## src/include/accel_regs_pkg.sv

```systemverilog
/*
 * Package for the acceleration status and output register bank: register
 * offsets, field positions, reset values and the packed carriers.
 * Assumes a byte-indexed register map reached over a 32-bit word bus.
 */
package accel_regs_pkg;
    // ==========================================================
    // Register indexes and address width
    // ==========================================================
    localparam logic [7:0] IDX_SENSOR_STATUS = 8'h25;
    localparam logic [7:0] IDX_QUEUE_STATUS_FLAGS = 8'h26;
    localparam logic [7:0] IDX_QUEUE_FILL_COUNT = 8'h27;
    localparam logic [7:0] IDX_X_ACCEL_LOW = 8'h28;
    localparam logic [7:0] IDX_X_ACCEL_HIGH = 8'h29;
    localparam logic [7:0] IDX_Y_ACCEL_LOW = 8'h2A;
    localparam logic [7:0] IDX_Y_ACCEL_HIGH = 8'h2B;
    localparam logic [7:0] IDX_Z_ACCEL_LOW = 8'h2C;
    localparam logic [7:0] IDX_WATERMARK_CONFIG = 8'h16;
    localparam logic [7:0] IDX_IRQ_STATUS = 8'h40;
    localparam logic [7:0] IDX_IRQ_MASK = 8'h41;
    localparam int ADDR_W = 10;
    // ==========================================================
    // Field positions
    // ==========================================================
    localparam int BIT_NEW_SAMPLE = 0;
    localparam int BIT_POWERDOWN = 1;
    localparam int BIT_OVERRUN = 6;
    localparam int BIT_WATERMARK = 7;
    localparam int IRQ_NEW_SAMPLE = 0;
    localparam int IRQ_WATERMARK = 1;
    localparam int IRQ_OVERRUN = 2;
    localparam int IRQ_W = 3;
    localparam int WTM_W = 7;
    localparam int LOW_ZERO_BITS = 4;
    // ==========================================================
    // Reset values
    // ==========================================================
    localparam logic [6:0] RST_WATERMARK = 7'h00;
    localparam logic [2:0] RST_IRQ_MASK = 3'h0;
    localparam logic [15:0] RST_SAMPLE = 16'h0000;

    typedef struct packed {
        logic [11:0] x;
        logic [11:0] y;
        logic [11:0] z;
    } sample_t;

    typedef struct packed {
        logic new_sample;
        logic watermark;
        logic overrun;
    } irq_bits_t;
endpackage : accel_regs_pkg

```

## src/logic/accel_status_output_regs.sv

```systemverilog
/*
 * Status and sample output register bank of a three-axis motion sensor,
 * an Avalon-MM slave with waitrequest, plus a masked level interrupt.
 * Assumes the sensor core and queue run on sys_clk and present their
 * state as same-domain inputs; the sample strobe is a one-cycle pulse.
 */
// Decided for this implementation: the Avalon-MM register port.
// Notes on behaviour
// - New-sample flag set; cleared by reading high byte.
// - Watermark flag: fill count at or above level.
// - Overrun flag set when queue overwrote data.
// - X low byte: low part, four zeros.
// - X high byte returns bits 15:8.
`timescale 1ns/100ps
`default_nettype none
module accel_status_output_regs (
    input wire logic sys_clk,
    input wire logic resetn,
    input wire logic [9:0] address,
    input wire logic read,
    input wire logic write,
    input wire logic [31:0] writedata,
    input wire logic [3:0] byteenable,
    output logic [31:0] readdata,
    output logic waitrequest,
    input wire logic sample_strobe,
    input wire accel_regs_pkg::sample_t sample_in,
    input wire logic powerdown_indicator,
    input wire logic [7:0] queue_sample_count,
    input wire logic queue_overwrite,
    output logic [6:0] watermark_level,
    output logic irq
);
    // ==========================================================
    // State
    // ==========================================================
    accel_regs_pkg::sample_t sample_word;
    accel_regs_pkg::sample_t next_sample_word;
    logic new_sample_flag;
    logic next_new_sample_flag;
    logic queue_overrun;
    logic next_queue_overrun;
    logic [6:0] next_watermark_level;
    logic [2:0] irq_status;
    logic [2:0] next_irq_status;
    logic [2:0] irq_mask;
    logic [2:0] next_irq_mask;
    logic [31:0] next_readdata;
    logic ack;
    logic next_ack;
    logic watermark_reached;
    logic wm_prev;
    logic [7:0] index;
    logic rd_take;
    logic wr_take;
    logic [7:0] rd_byte;
    logic [15:0] x_sample_word;
    logic [15:0] y_sample_word;
    logic [15:0] z_sample_word;
    logic hi_read;
    logic wm_rise;
    logic next_wm_prev;
    logic wr_watermark;
    logic wr_mask;
    logic rd_irq_status;

    assign index = address[9:2];
    // Each access is answered one cycle late, so waitrequest drops on the second cycle.
    assign waitrequest = (read | write) & ~ack;
    assign rd_take = read & ~ack;
    assign wr_take = write & ~ack & byteenable[0];
    assign x_sample_word = {sample_word.x, 4'h0};
    assign y_sample_word = {sample_word.y, 4'h0};
    assign z_sample_word = {sample_word.z, 4'h0};
    assign watermark_reached = ({1'b0, watermark_level} <= queue_sample_count);
    assign irq = |(irq_status & irq_mask);

    // ==========================================================
    // Read decode
    // ==========================================================
    always_comb begin
        rd_byte = 8'h00;
        case (index)
            accel_regs_pkg::IDX_SENSOR_STATUS: begin
                rd_byte[accel_regs_pkg::BIT_NEW_SAMPLE] = new_sample_flag;
                rd_byte[accel_regs_pkg::BIT_POWERDOWN] = powerdown_indicator;
            end
            accel_regs_pkg::IDX_QUEUE_STATUS_FLAGS: begin
                rd_byte[accel_regs_pkg::BIT_WATERMARK] = watermark_reached;
                rd_byte[accel_regs_pkg::BIT_OVERRUN] = queue_overrun;
            end
            accel_regs_pkg::IDX_QUEUE_FILL_COUNT: rd_byte = queue_sample_count;
            accel_regs_pkg::IDX_X_ACCEL_LOW: rd_byte = x_sample_word[7:0];
            accel_regs_pkg::IDX_X_ACCEL_HIGH: rd_byte = x_sample_word[15:8];
            accel_regs_pkg::IDX_Y_ACCEL_LOW: rd_byte = y_sample_word[7:0];
            accel_regs_pkg::IDX_Y_ACCEL_HIGH: rd_byte = y_sample_word[15:8];
            accel_regs_pkg::IDX_Z_ACCEL_LOW: rd_byte = z_sample_word[7:0];
            accel_regs_pkg::IDX_WATERMARK_CONFIG: rd_byte = {1'b0, watermark_level};
            accel_regs_pkg::IDX_IRQ_STATUS: rd_byte = {5'h00, irq_status};
            accel_regs_pkg::IDX_IRQ_MASK: rd_byte = {5'h00, irq_mask};
            default: rd_byte = 8'h00;
        endcase
    end

    // ==========================================================
    // Clear, write and edge strobes
    // ==========================================================
    assign hi_read = rd_take
        && (index == accel_regs_pkg::IDX_X_ACCEL_HIGH
        || index == accel_regs_pkg::IDX_Y_ACCEL_HIGH);
    assign wm_rise = watermark_reached & ~wm_prev;
    assign wr_watermark = wr_take && index == accel_regs_pkg::IDX_WATERMARK_CONFIG;
    assign wr_mask = wr_take && index == accel_regs_pkg::IDX_IRQ_MASK;
    assign rd_irq_status = rd_take && index == accel_regs_pkg::IDX_IRQ_STATUS;

    // ==========================================================
    // Bus answer
    // ==========================================================
    // One wait state gives the read decode a full cycle to settle.
    always_comb begin
        next_ack = (read | write) & ~ack;
    end

    always_ff @(posedge sys_clk or negedge resetn) begin
        if (!resetn) begin
            ack <= 1'b0;
        end else begin
            ack <= next_ack;
        end
    end

    // ==========================================================
    // Read data
    // ==========================================================
    // Read data holds between reads, so a late sample still sees it.
    always_comb begin
        next_readdata = readdata;
        if (rd_take) begin
            next_readdata = {24'h000000, rd_byte};
        end
    end

    always_ff @(posedge sys_clk or negedge resetn) begin
        if (!resetn) begin
            readdata <= 32'h00000000;
        end else begin
            readdata <= next_readdata;
        end
    end

    // ==========================================================
    // Sample capture
    // ==========================================================
    always_comb begin
        next_sample_word = sample_word;
        if (sample_strobe) begin
            next_sample_word = sample_in;
        end
    end

    always_ff @(posedge sys_clk or negedge resetn) begin
        if (!resetn) begin
            sample_word <= '0;
        end else begin
            sample_word <= next_sample_word;
        end
    end

    // ==========================================================
    // New-sample flag
    // ==========================================================
    // A fresh sample in the same cycle as the clearing read keeps the flag set.
    always_comb begin
        next_new_sample_flag = new_sample_flag;
        if (hi_read) begin
            next_new_sample_flag = 1'b0;
        end
        if (sample_strobe) begin
            next_new_sample_flag = 1'b1;
        end
    end

    always_ff @(posedge sys_clk or negedge resetn) begin
        if (!resetn) begin
            new_sample_flag <= 1'b0;
        end else begin
            new_sample_flag <= next_new_sample_flag;
        end
    end

    // ==========================================================
    // Overrun flag
    // ==========================================================
    // Overrun holds until the queue drains empty, so a late host still sees it.
    always_comb begin
        next_queue_overrun = queue_overrun;
        if (!queue_overwrite && queue_sample_count == 8'h00) begin
            next_queue_overrun = 1'b0;
        end
        if (queue_overwrite) begin
            next_queue_overrun = 1'b1;
        end
    end

    always_ff @(posedge sys_clk or negedge resetn) begin
        if (!resetn) begin
            queue_overrun <= 1'b0;
        end else begin
            queue_overrun <= next_queue_overrun;
        end
    end

    // ==========================================================
    // Watermark configuration
    // ==========================================================
    // Only byte lane 0 carries the level; the other lanes are ignored.
    always_comb begin
        next_watermark_level = watermark_level;
        if (wr_watermark) begin
            next_watermark_level = writedata[6:0];
        end
    end

    always_ff @(posedge sys_clk or negedge resetn) begin
        if (!resetn) begin
            watermark_level <= accel_regs_pkg::RST_WATERMARK;
        end else begin
            watermark_level <= next_watermark_level;
        end
    end

    // ==========================================================
    // Interrupt mask
    // ==========================================================
    // Masking hides a bit from irq but leaves it visible in the status register.
    always_comb begin
        next_irq_mask = irq_mask;
        if (wr_mask) begin
            next_irq_mask = writedata[2:0];
        end
    end

    always_ff @(posedge sys_clk or negedge resetn) begin
        if (!resetn) begin
            irq_mask <= accel_regs_pkg::RST_IRQ_MASK;
        end else begin
            irq_mask <= next_irq_mask;
        end
    end

    // ==========================================================
    // Watermark edge
    // ==========================================================
    // Reset reads as already reached, since an empty queue meets a zero level.
    always_comb begin
        next_wm_prev = watermark_reached;
    end

    always_ff @(posedge sys_clk or negedge resetn) begin
        if (!resetn) begin
            wm_prev <= 1'b1;
        end else begin
            wm_prev <= next_wm_prev;
        end
    end

    // ==========================================================
    // Interrupt status
    // ==========================================================
    // Set beats clear, so an event during the clearing read is not lost.
    always_comb begin
        next_irq_status = irq_status;
        if (rd_irq_status) begin
            next_irq_status = 3'h0;
        end
        if (sample_strobe) begin
            next_irq_status[accel_regs_pkg::IRQ_NEW_SAMPLE] = 1'b1;
        end
        if (wm_rise) begin
            next_irq_status[accel_regs_pkg::IRQ_WATERMARK] = 1'b1;
        end
        if (queue_overwrite) begin
            next_irq_status[accel_regs_pkg::IRQ_OVERRUN] = 1'b1;
        end
    end

    always_ff @(posedge sys_clk or negedge resetn) begin
        if (!resetn) begin
            irq_status <= 3'h0;
        end else begin
            irq_status <= next_irq_status;
        end
    end
endmodule : accel_status_output_regs
`default_nettype wire

```

## config.mk

```make
export PLATFORM = sky130hd
export DESIGN_NAME = accel_status_output_regs
export DESIGN_NICKNAME = d
export VERILOG_FILES = /design/src/include/accel_regs_pkg.sv /design/src/logic/accel_status_output_regs.sv
export SDC_FILE = /design/constraint.sdc
export NUM_CORES = 1
export LEC_CHECK = 0
export ABC_AREA = 1
export ABC_CLOCK_PERIOD_IN_PS = 1500
export BUFFER_PORTS_ARGS = -buffer_cell sky130_fd_sc_hd__buf_2
export CORE_AREA = 2 2 88 90
export DETAILED_ROUTE_END_ITERATION = 8
export DIE_AREA = 0 0 90 92
export PLACE_DENSITY = 0.73
export SLEW_MARGIN = 15
export SYNTH_ARGS = -nofsm -noshare
export SYNTH_HDL_FRONTEND = slang
export SYNTH_SLANG_ARGS = --single-unit
```

## constraint.sdc

```tcl
create_clock -name sys_clk -period 1.5 [get_ports sys_clk]
set_clock_uncertainty 0.05 [all_clocks]
set_input_delay 0.3 -clock sys_clk [delete_from_list [all_inputs] [get_ports sys_clk]]
set_output_delay 0.3 -clock sys_clk [all_outputs]
set_load 0.02 [all_outputs]
```

==> qor.yml, run 1 <==
status:
  status: "finished, final reports clean"
setup_path:
  path_max_fanout: 3
  r2r_cells: 10
  critPathMaxStageDelay_ns: 0.45
  crit_family: "simple AND/OR/NAND/NOR gates"
  path_cells: "ha_4 -> inv_2 -> nor3_4 -> nand2_1 -> nand2_1 -> nand2_2 -> nand2_1 -> nand2_1 -> nand2_1 -> nand2_1"
  worstPathRequired_ns: 1.66
  cp_common_cell: "nand2_1"
  worst_setup_path_start_kind: "flip-flop"
  end_kind: "flip-flop"
  critical_path_class: "flip-flop to flip-flop"
  arrival_ns: 1.65
  r2r-end: "readdata[7]"
  reg2reg_slack_ns: 0.01
  critPathSlowestCell: "dfrtp_2"
  crit-reg2reg-launch: "watermark_level[6]"
  crit_buf_inv: 1
global_routing:
  antenna_found_initial: 0
  overflow: 0
  grt_usage_pct: 20.16
  grt_pass1_vias: 2997
  grt_pass1_wl_mm: 13.57
  grt_start_max_net_pins: 42
final_layout:
  final_common_cell: "nand2_1"
  num_antenna_cells: 0
  layout-drive-gt1-share_pct: 28.07
  fillers: 749
  layout_common_cells: "nand2_1, buf_2, dfrtp_1, buf_4, nand3_1"
  area.growth.synth_to_final_pct: 26.30
  finalNetCount: 642
cts:
  h-tree-depth: 2
  cts_tree: "done"
  cts-buffers-inserted: 5
  clk_latency_ns: 0.31
  root_buffer: "clkbuf_8"
  clockBufferDepth: 2
  cts.sinks: 53
  clk_pin_slew_worst_paths_ns: 0.10
floorplanning:
  design.core.area_mm2: 0.007447
  start_util_pct: 41.72
  fp.dieW_um: 90
  rows: 32
  dieArea_mm2: 0.008280
  die_height_um: 92
  io_pins: 138
timing:
  fin_crit_ns: 1.487
  finalSetupViolations: 0
  finalHoldViolations: 0
  holdWs_ns: 0.1257
  fin_crit_sh_pct: 99.13
  rsz0062_at_grt: "yes"
  finalSetupTns_ns: 0
  fin_ws_ns: 0.01308
  final_max_slew_viol_count: 0
  clock.fmax_ghz: 0.6725
power:
  worst_ir_drop_vdd_mv: 0.4435
  power_frac_comb_pct: 17.3
  power_frac_clock_pct: 28.2
  switching_share_pct: 29.49
  switchingPower_mw: 0.8432
  power_density_mw_per_mm2: 728.7
  leakagePower_nw: 2.281
  power_mw: 2.859
  pwr-share-seq_pct: 54.5
  cell_internal_pwr_mw: 2.016
detailed_routing:
  detail-route-antenna-nets: 0
  first_iter_violations: 114
  vias: 2939
  wl_mm: 7.873
  drcViolationCount: 0
  drt-pass1-iter-count: 4
  wl_per_cell_um: 12.30
  viasPerCell: 4.592
logic_synthesis:
  ys.flop_type: "dfrtp_1"
  yosysTopAreaCell: "dfrtp_1"
  synthArstFlopShare_pct: 100.0
  ys_top_cells_by_area: "dfrtp_1, nand2_1, nand3_1, buf_4, inv_1"
  synth_edf_count: 0
  yosysWarnings: 0
  syn_area_mm2: 0.003107
  synth.top_cell.area_share_pct: 41.88
  synth_cells: 425
  ys_ff_latch: 53
  yosysSeqAreaShare_pct: 42.73
  synth_cell_types: 32
  avgSynthCellArea_um2: 7.310
run:
  max_cap_viol_count: 0
worst_hold_path:
  min_path_type: "input port to flip-flop"
  hp-start: "sample_in[22]"
  holdPathStages: 3
  min_to: "sample_word[22]"
placed_design:
  dpl.hpwl_mm: 6.337
  io_buffers: 75
  dp_slack_ns: -0.07721
  gp_congestion: 0.8980
[worst reg2reg max path, delay by kind of cell (launching register included)]
kind,cells,cell delay [ns]
AND/OR/NAND/NOR,8,0.58
flip-flops,1,0.45
adder cells (fa/ha/maj),1,0.28
buffers and inverters,1,0.04
[area by class of cell]
cell class	instances	area (µm²)	share of cell area (%)
Multi-Input combinational cell	319	1515	38.62
Sequential cell	53	1330	33.90
Timing Repair Buffer	117	708.2	18.05
Inverter	42	157.7	4.018
Tap cell	102	127.6	3.253
Clock buffer	5	68.82	1.754
Clock inverter	2	16.27	0.4145
[cells in the mapped netlist (2+ instances only)]
| cell | number |
|---|---|
| nand4_1 | 10 |
| inv_1 | 37 |
| nor2_2 | 3 |
| nand3_1 | 39 |
| clkbuf_1 | 6 |
| nand2_2 | 2 |
| ha_1 | 7 |
| inv_2 | 4 |
| o21ai_0 | 14 |
| buf_4 | 25 |
| nor3_2 | 2 |
| dfrtp_1 | 52 |
| nor4_1 | 2 |
| a21oi_1 | 3 |
| nor2_1 | 23 |
| nand2_1 | 178 |
| nor3_1 | 3 |
[cell families after synthesis]
| family | Yosys count | share of synthesized area [%] |
|---|---|---|
| flip-flops | 53 | 42.73 |
| buffers and inverters | 76 | 13.01 |
| adder cells (fa/ha/maj) | 7 | 2.819 |
| AND/OR/NAND/NOR | 267 | 37.54 |
| other | 1 | 0.1207 |
| AO/OA/AOI/OAI | 21 | 3.786 |
[state kept, by name, indices dropped and copies added (netlist names)]
| register | flops |
|---|---|
| irq_mask | 3 |
| readdata | 8 |
| queue_overrun | 1 |
| sample_word | 28 |
| wm_prev | 1 |
| irq_status | 3 |
| watermark_level | 7 |
| new_sample_flag | 1 |
| ack | 1 |
[worst max-delay path by stage]
stage                                startpoint           to  slack [ns]  depth (start not counted)
after floorplan              watermark_level[3]  readdata[7]        0.02                         12
after global placement    queue_sample_count[6]  readdata[7]       -0.07                         12
after detailed placement             address[9]  readdata[6]       -0.08                         13
after CTS                    watermark_level[5]  readdata[7]       0.001                         10
after global routing         watermark_level[6]  readdata[7]       -0.07                         10
final                        watermark_level[6]  readdata[7]        0.01                         10
[power by group through the flow]
| stage | Sequential, mW | Combinational, mW | Clock [mW] |
|---|---|---|---|
| 6_report | 1.56 | 0.495 | 0.807 |
| 5_1_grt | 1.57 | 0.561 | 0.871 |
| 4_1_cts | 1.56 | 0.490 | 0.832 |
| 3_5_place_dp | 1.58 | 0.482 | 0 |
| 3_3_place_gp | 1.58 | 0.469 | 0 |
| 2_1_floorplan | 1.58 | 0.293 | 0 |
[per-stage QoR]
step	utilization [%]	cell area (µm²)	cells
floorplan	-	3201	448
global placement	50.62	3770	631
detailed placement	50.62	3770	631
CTS	52.23	3890	640
global route	52.69	3924	640
finish	52.69	3924	640
[per-layer routing]
| metal | up-vias | track usage, % | wire length (µm) |
|---|---|---|---|
| met5 | - | 0 | 0 |
| met4 | 0 | 4.487 | 76 |
| met3 | 10 | 3.862 | 450 |
| met2 | 103 | 35.09 | 3836 |
| met1 | 1312 | 26.16 | 3509 |
| li1 | 1514 | - | - |
[timing repair]
| item | in CTS | in global routing |
|---|---|---|
| pin swaps | 4 | 7 |
| setup buffers | 1 | 0 |
| setup endpoints to repair | 2 | 3 |
| hold buffers | 1 | 0 |
| resized for setup | 3 | 6 |
| gates cloned | 0 | 0 |
| endpoints found under the hold margin | 12 | 0 |
No activity file was read; power rests on OpenSTA's default activity.
==> inputs of run 2 (changes only) <==
- CAP_MARGIN: unset -> 20
- CORE_AREA: 2 2 88 90 -> 2 2 92 94
- DIE_AREA: 0 0 90 92 -> 0 0 94 96
- PLACE_DENSITY: 0.73 -> 0.67
==> qor.yml, run 2 (same netlist as run 1, synthesis figures left out) <==
setup_path:
  end_kind: "flip-flop"
  path_cells: "ha_1 -> nand2_2 -> nor3_4 -> nand2_1 -> nand2_1 -> nand2_2 -> nand2_1 -> nand2_1 -> nand2_1 -> nand2_1"
  cp_common_cell: "nand2_1"
  crit_buf_inv: 0
  critPathMaxStageDelay_ns: 0.42
  path_max_fanout: 3
  worst_setup_path_start_kind: "flip-flop"
  worstPathRequired_ns: 1.65
  critPathSlowestCell: "dfrtp_1"
  critical_path_class: "flip-flop to flip-flop"
  arrival_ns: 1.66
  crit_family: "simple AND/OR/NAND/NOR gates"
floorplanning:
  io_pins: 138
  rows: 33
  start_util_pct: 38.59
  design.core.area_mm2: 0.008051
  fp.dieW_um: 94
  die_height_um: 96
  dieArea_mm2: 0.009024
timing:
  fin_ws_ns: -0.01000
  finalSetupViolations: 1
  holdWs_ns: 0.1398
  clock.fmax_ghz: 0.6623
  rsz0062_at_grt: "yes"
  fin_crit_ns: 1.510
  finalHoldViolations: 0
  fin_crit_sh_pct: 100.7
  finalSetupTns_ns: -0.01000
  final_max_slew_viol_count: 0
final_layout:
  layout_common_cells: "nand2_1, buf_2, dfrtp_1, nand3_1, buf_4"
  final_common_cell: "nand2_1"
  reg_top3: "sample_word (28), readdata (8), watermark_level (7)"
  finalNetCount: 640
  regArea_mm2: 0.001330
  area.growth.synth_to_final_pct: 25.90
  regMostFlops: "sample_word"
  fillers: 814
  largest_reg_flops: 28
  num_antenna_cells: 0
  stdcell_area_mm2: 0.003911
  layout-drive-gt1-share_pct: 27.99
  multiInputGateArea_mm2: 0.001511
global_routing:
  overflow: 0
  grt_pass1_vias: 2891
  grt_start_max_net_pins: 28
  grt_usage_pct: 18.63
  antenna_found_initial: 0
  grt_pass1_wl_mm: 13.23
detailed_routing:
  drt-pass1-iter-count: 5
  vias: 2968
  routed-wl-met3_um: 480
  viasPerCell: 4.630
  wl_met2_mm: 3.928
  wl_per_cell_um: 12.40
  first_iter_violations: 165
  wl_mm: 7.951
  wl_met1_mm: 3.467
  drcViolationCount: 0
  topRoutingLayerUsed: "met4"
  detail-route-antenna-nets: 0
cts:
  clk_pin_slew_worst_paths_ns: 0.10
  cts_tree: "done"
  cts-buffers-inserted: 5
  root_buffer: "clkbuf_8"
  clk_latency_ns: 0.30
  cts.sinks: 53
  clockBufferDepth: 2
  h-tree-depth: 2
placed_design:
  gp_congestion: 0.9159
  io_buffers: 75
  dpl.hpwl_mm: 6.532
  dpl_cell_area_mm2: 0.003759
  dp_slack_ns: -0.1111
run:
  max_cap_viol_count: 0
power:
  leakagePower_nw: 2.275
  power_density_mw_per_mm2: 737.5
  worst_ir_drop_vdd_mv: 0.3593
worst_hold_path:
  min_path_type: "input port to flip-flop"
status:
  status: "complete, but fails checks"
  violations: "setup timing"
run 2: changes by cell type in the layout (fill, tap and decap cells not counted), sizes merged:
cell    previous run  this run
buf              116       114
clkbuf             5         6
clkinv             2         1
run 2: cell type report:
cell class | count | area share [%]
clock buffers | 6 | 2.111
inverters | 42 | 4.031
flip-flops and latches | 53 | 34.01
multi-input cells | 319 | 38.64
clock inverters | 1 | 0.1919
well taps | 105 | 3.359
repair buffers | 115 | 17.66
run 2: where the power goes:
part / leakage, nW / switching, mW / internal [mW]
Combinational: 1.58 / 0.311 / 0.180
Clock: 0.0433 / 0.469 / 0.366
Sequential: 0.650 / 0.0505 / 1.51
Total: 2.28 / 0.830 / 2.05
run 2: tightest hold or removal path, stage by stage:
cell and delay, ns:
buf_2 0.07, nand2_1 0.04, nand2_1 0.05
run 2: repair_timing:
| action | in CTS | in global routing |
|---|---|---|
| gates resized for setup | 3 | 6 |
| pin swaps | 7 | 5 |
| hold buffers | 1 | 0 |
| hold endpoints to repair | 15 | 0 |
| setup buffers | 1 | 0 |
| endpoints found under the setup margin | 2 | 4 |
| gates cloned | 0 | 0 |
run 2: metrics by stage:
stage / utilization (%) / std cells / power, mW
2_1_floorplan: - / 448 / 1.874
4_1_cts: 48.24 / 641 / 2.885
5_1_grt: 48.58 / 641 / 3.021
3_5_place_dp: 46.68 / 632 / 2.067
3_3_place_gp: 46.68 / 632 / 2.050
6_report: 48.58 / 641 / 2.885
run 2: final timing paths:
path	cells past startpoint	end	from	slack [ns]
worst min register to register	2	sample_word[26]	sample_word[26]	0.43
worst min-delay path	3	sample_word[15]	sample_in[15]	0.14
worst max-delay path	10	readdata[7]	watermark_level[4]	-0.01
max in group asynchronous	3	sample_word[16]	resetn	0.48
worst max register to register	10	readdata[7]	watermark_level[4]	-0.01
min in group asynchronous	2	readdata[3]	resetn	0.42
run 2: layer usage:
layer / global-route usage [%] / vias to the layer above
met5: 0 / -
met4: 3.623 / 0
met3: 2.349 / 10
met2: 33.75 / 103
met1: 24.07 / 1350
li1: - / 1505
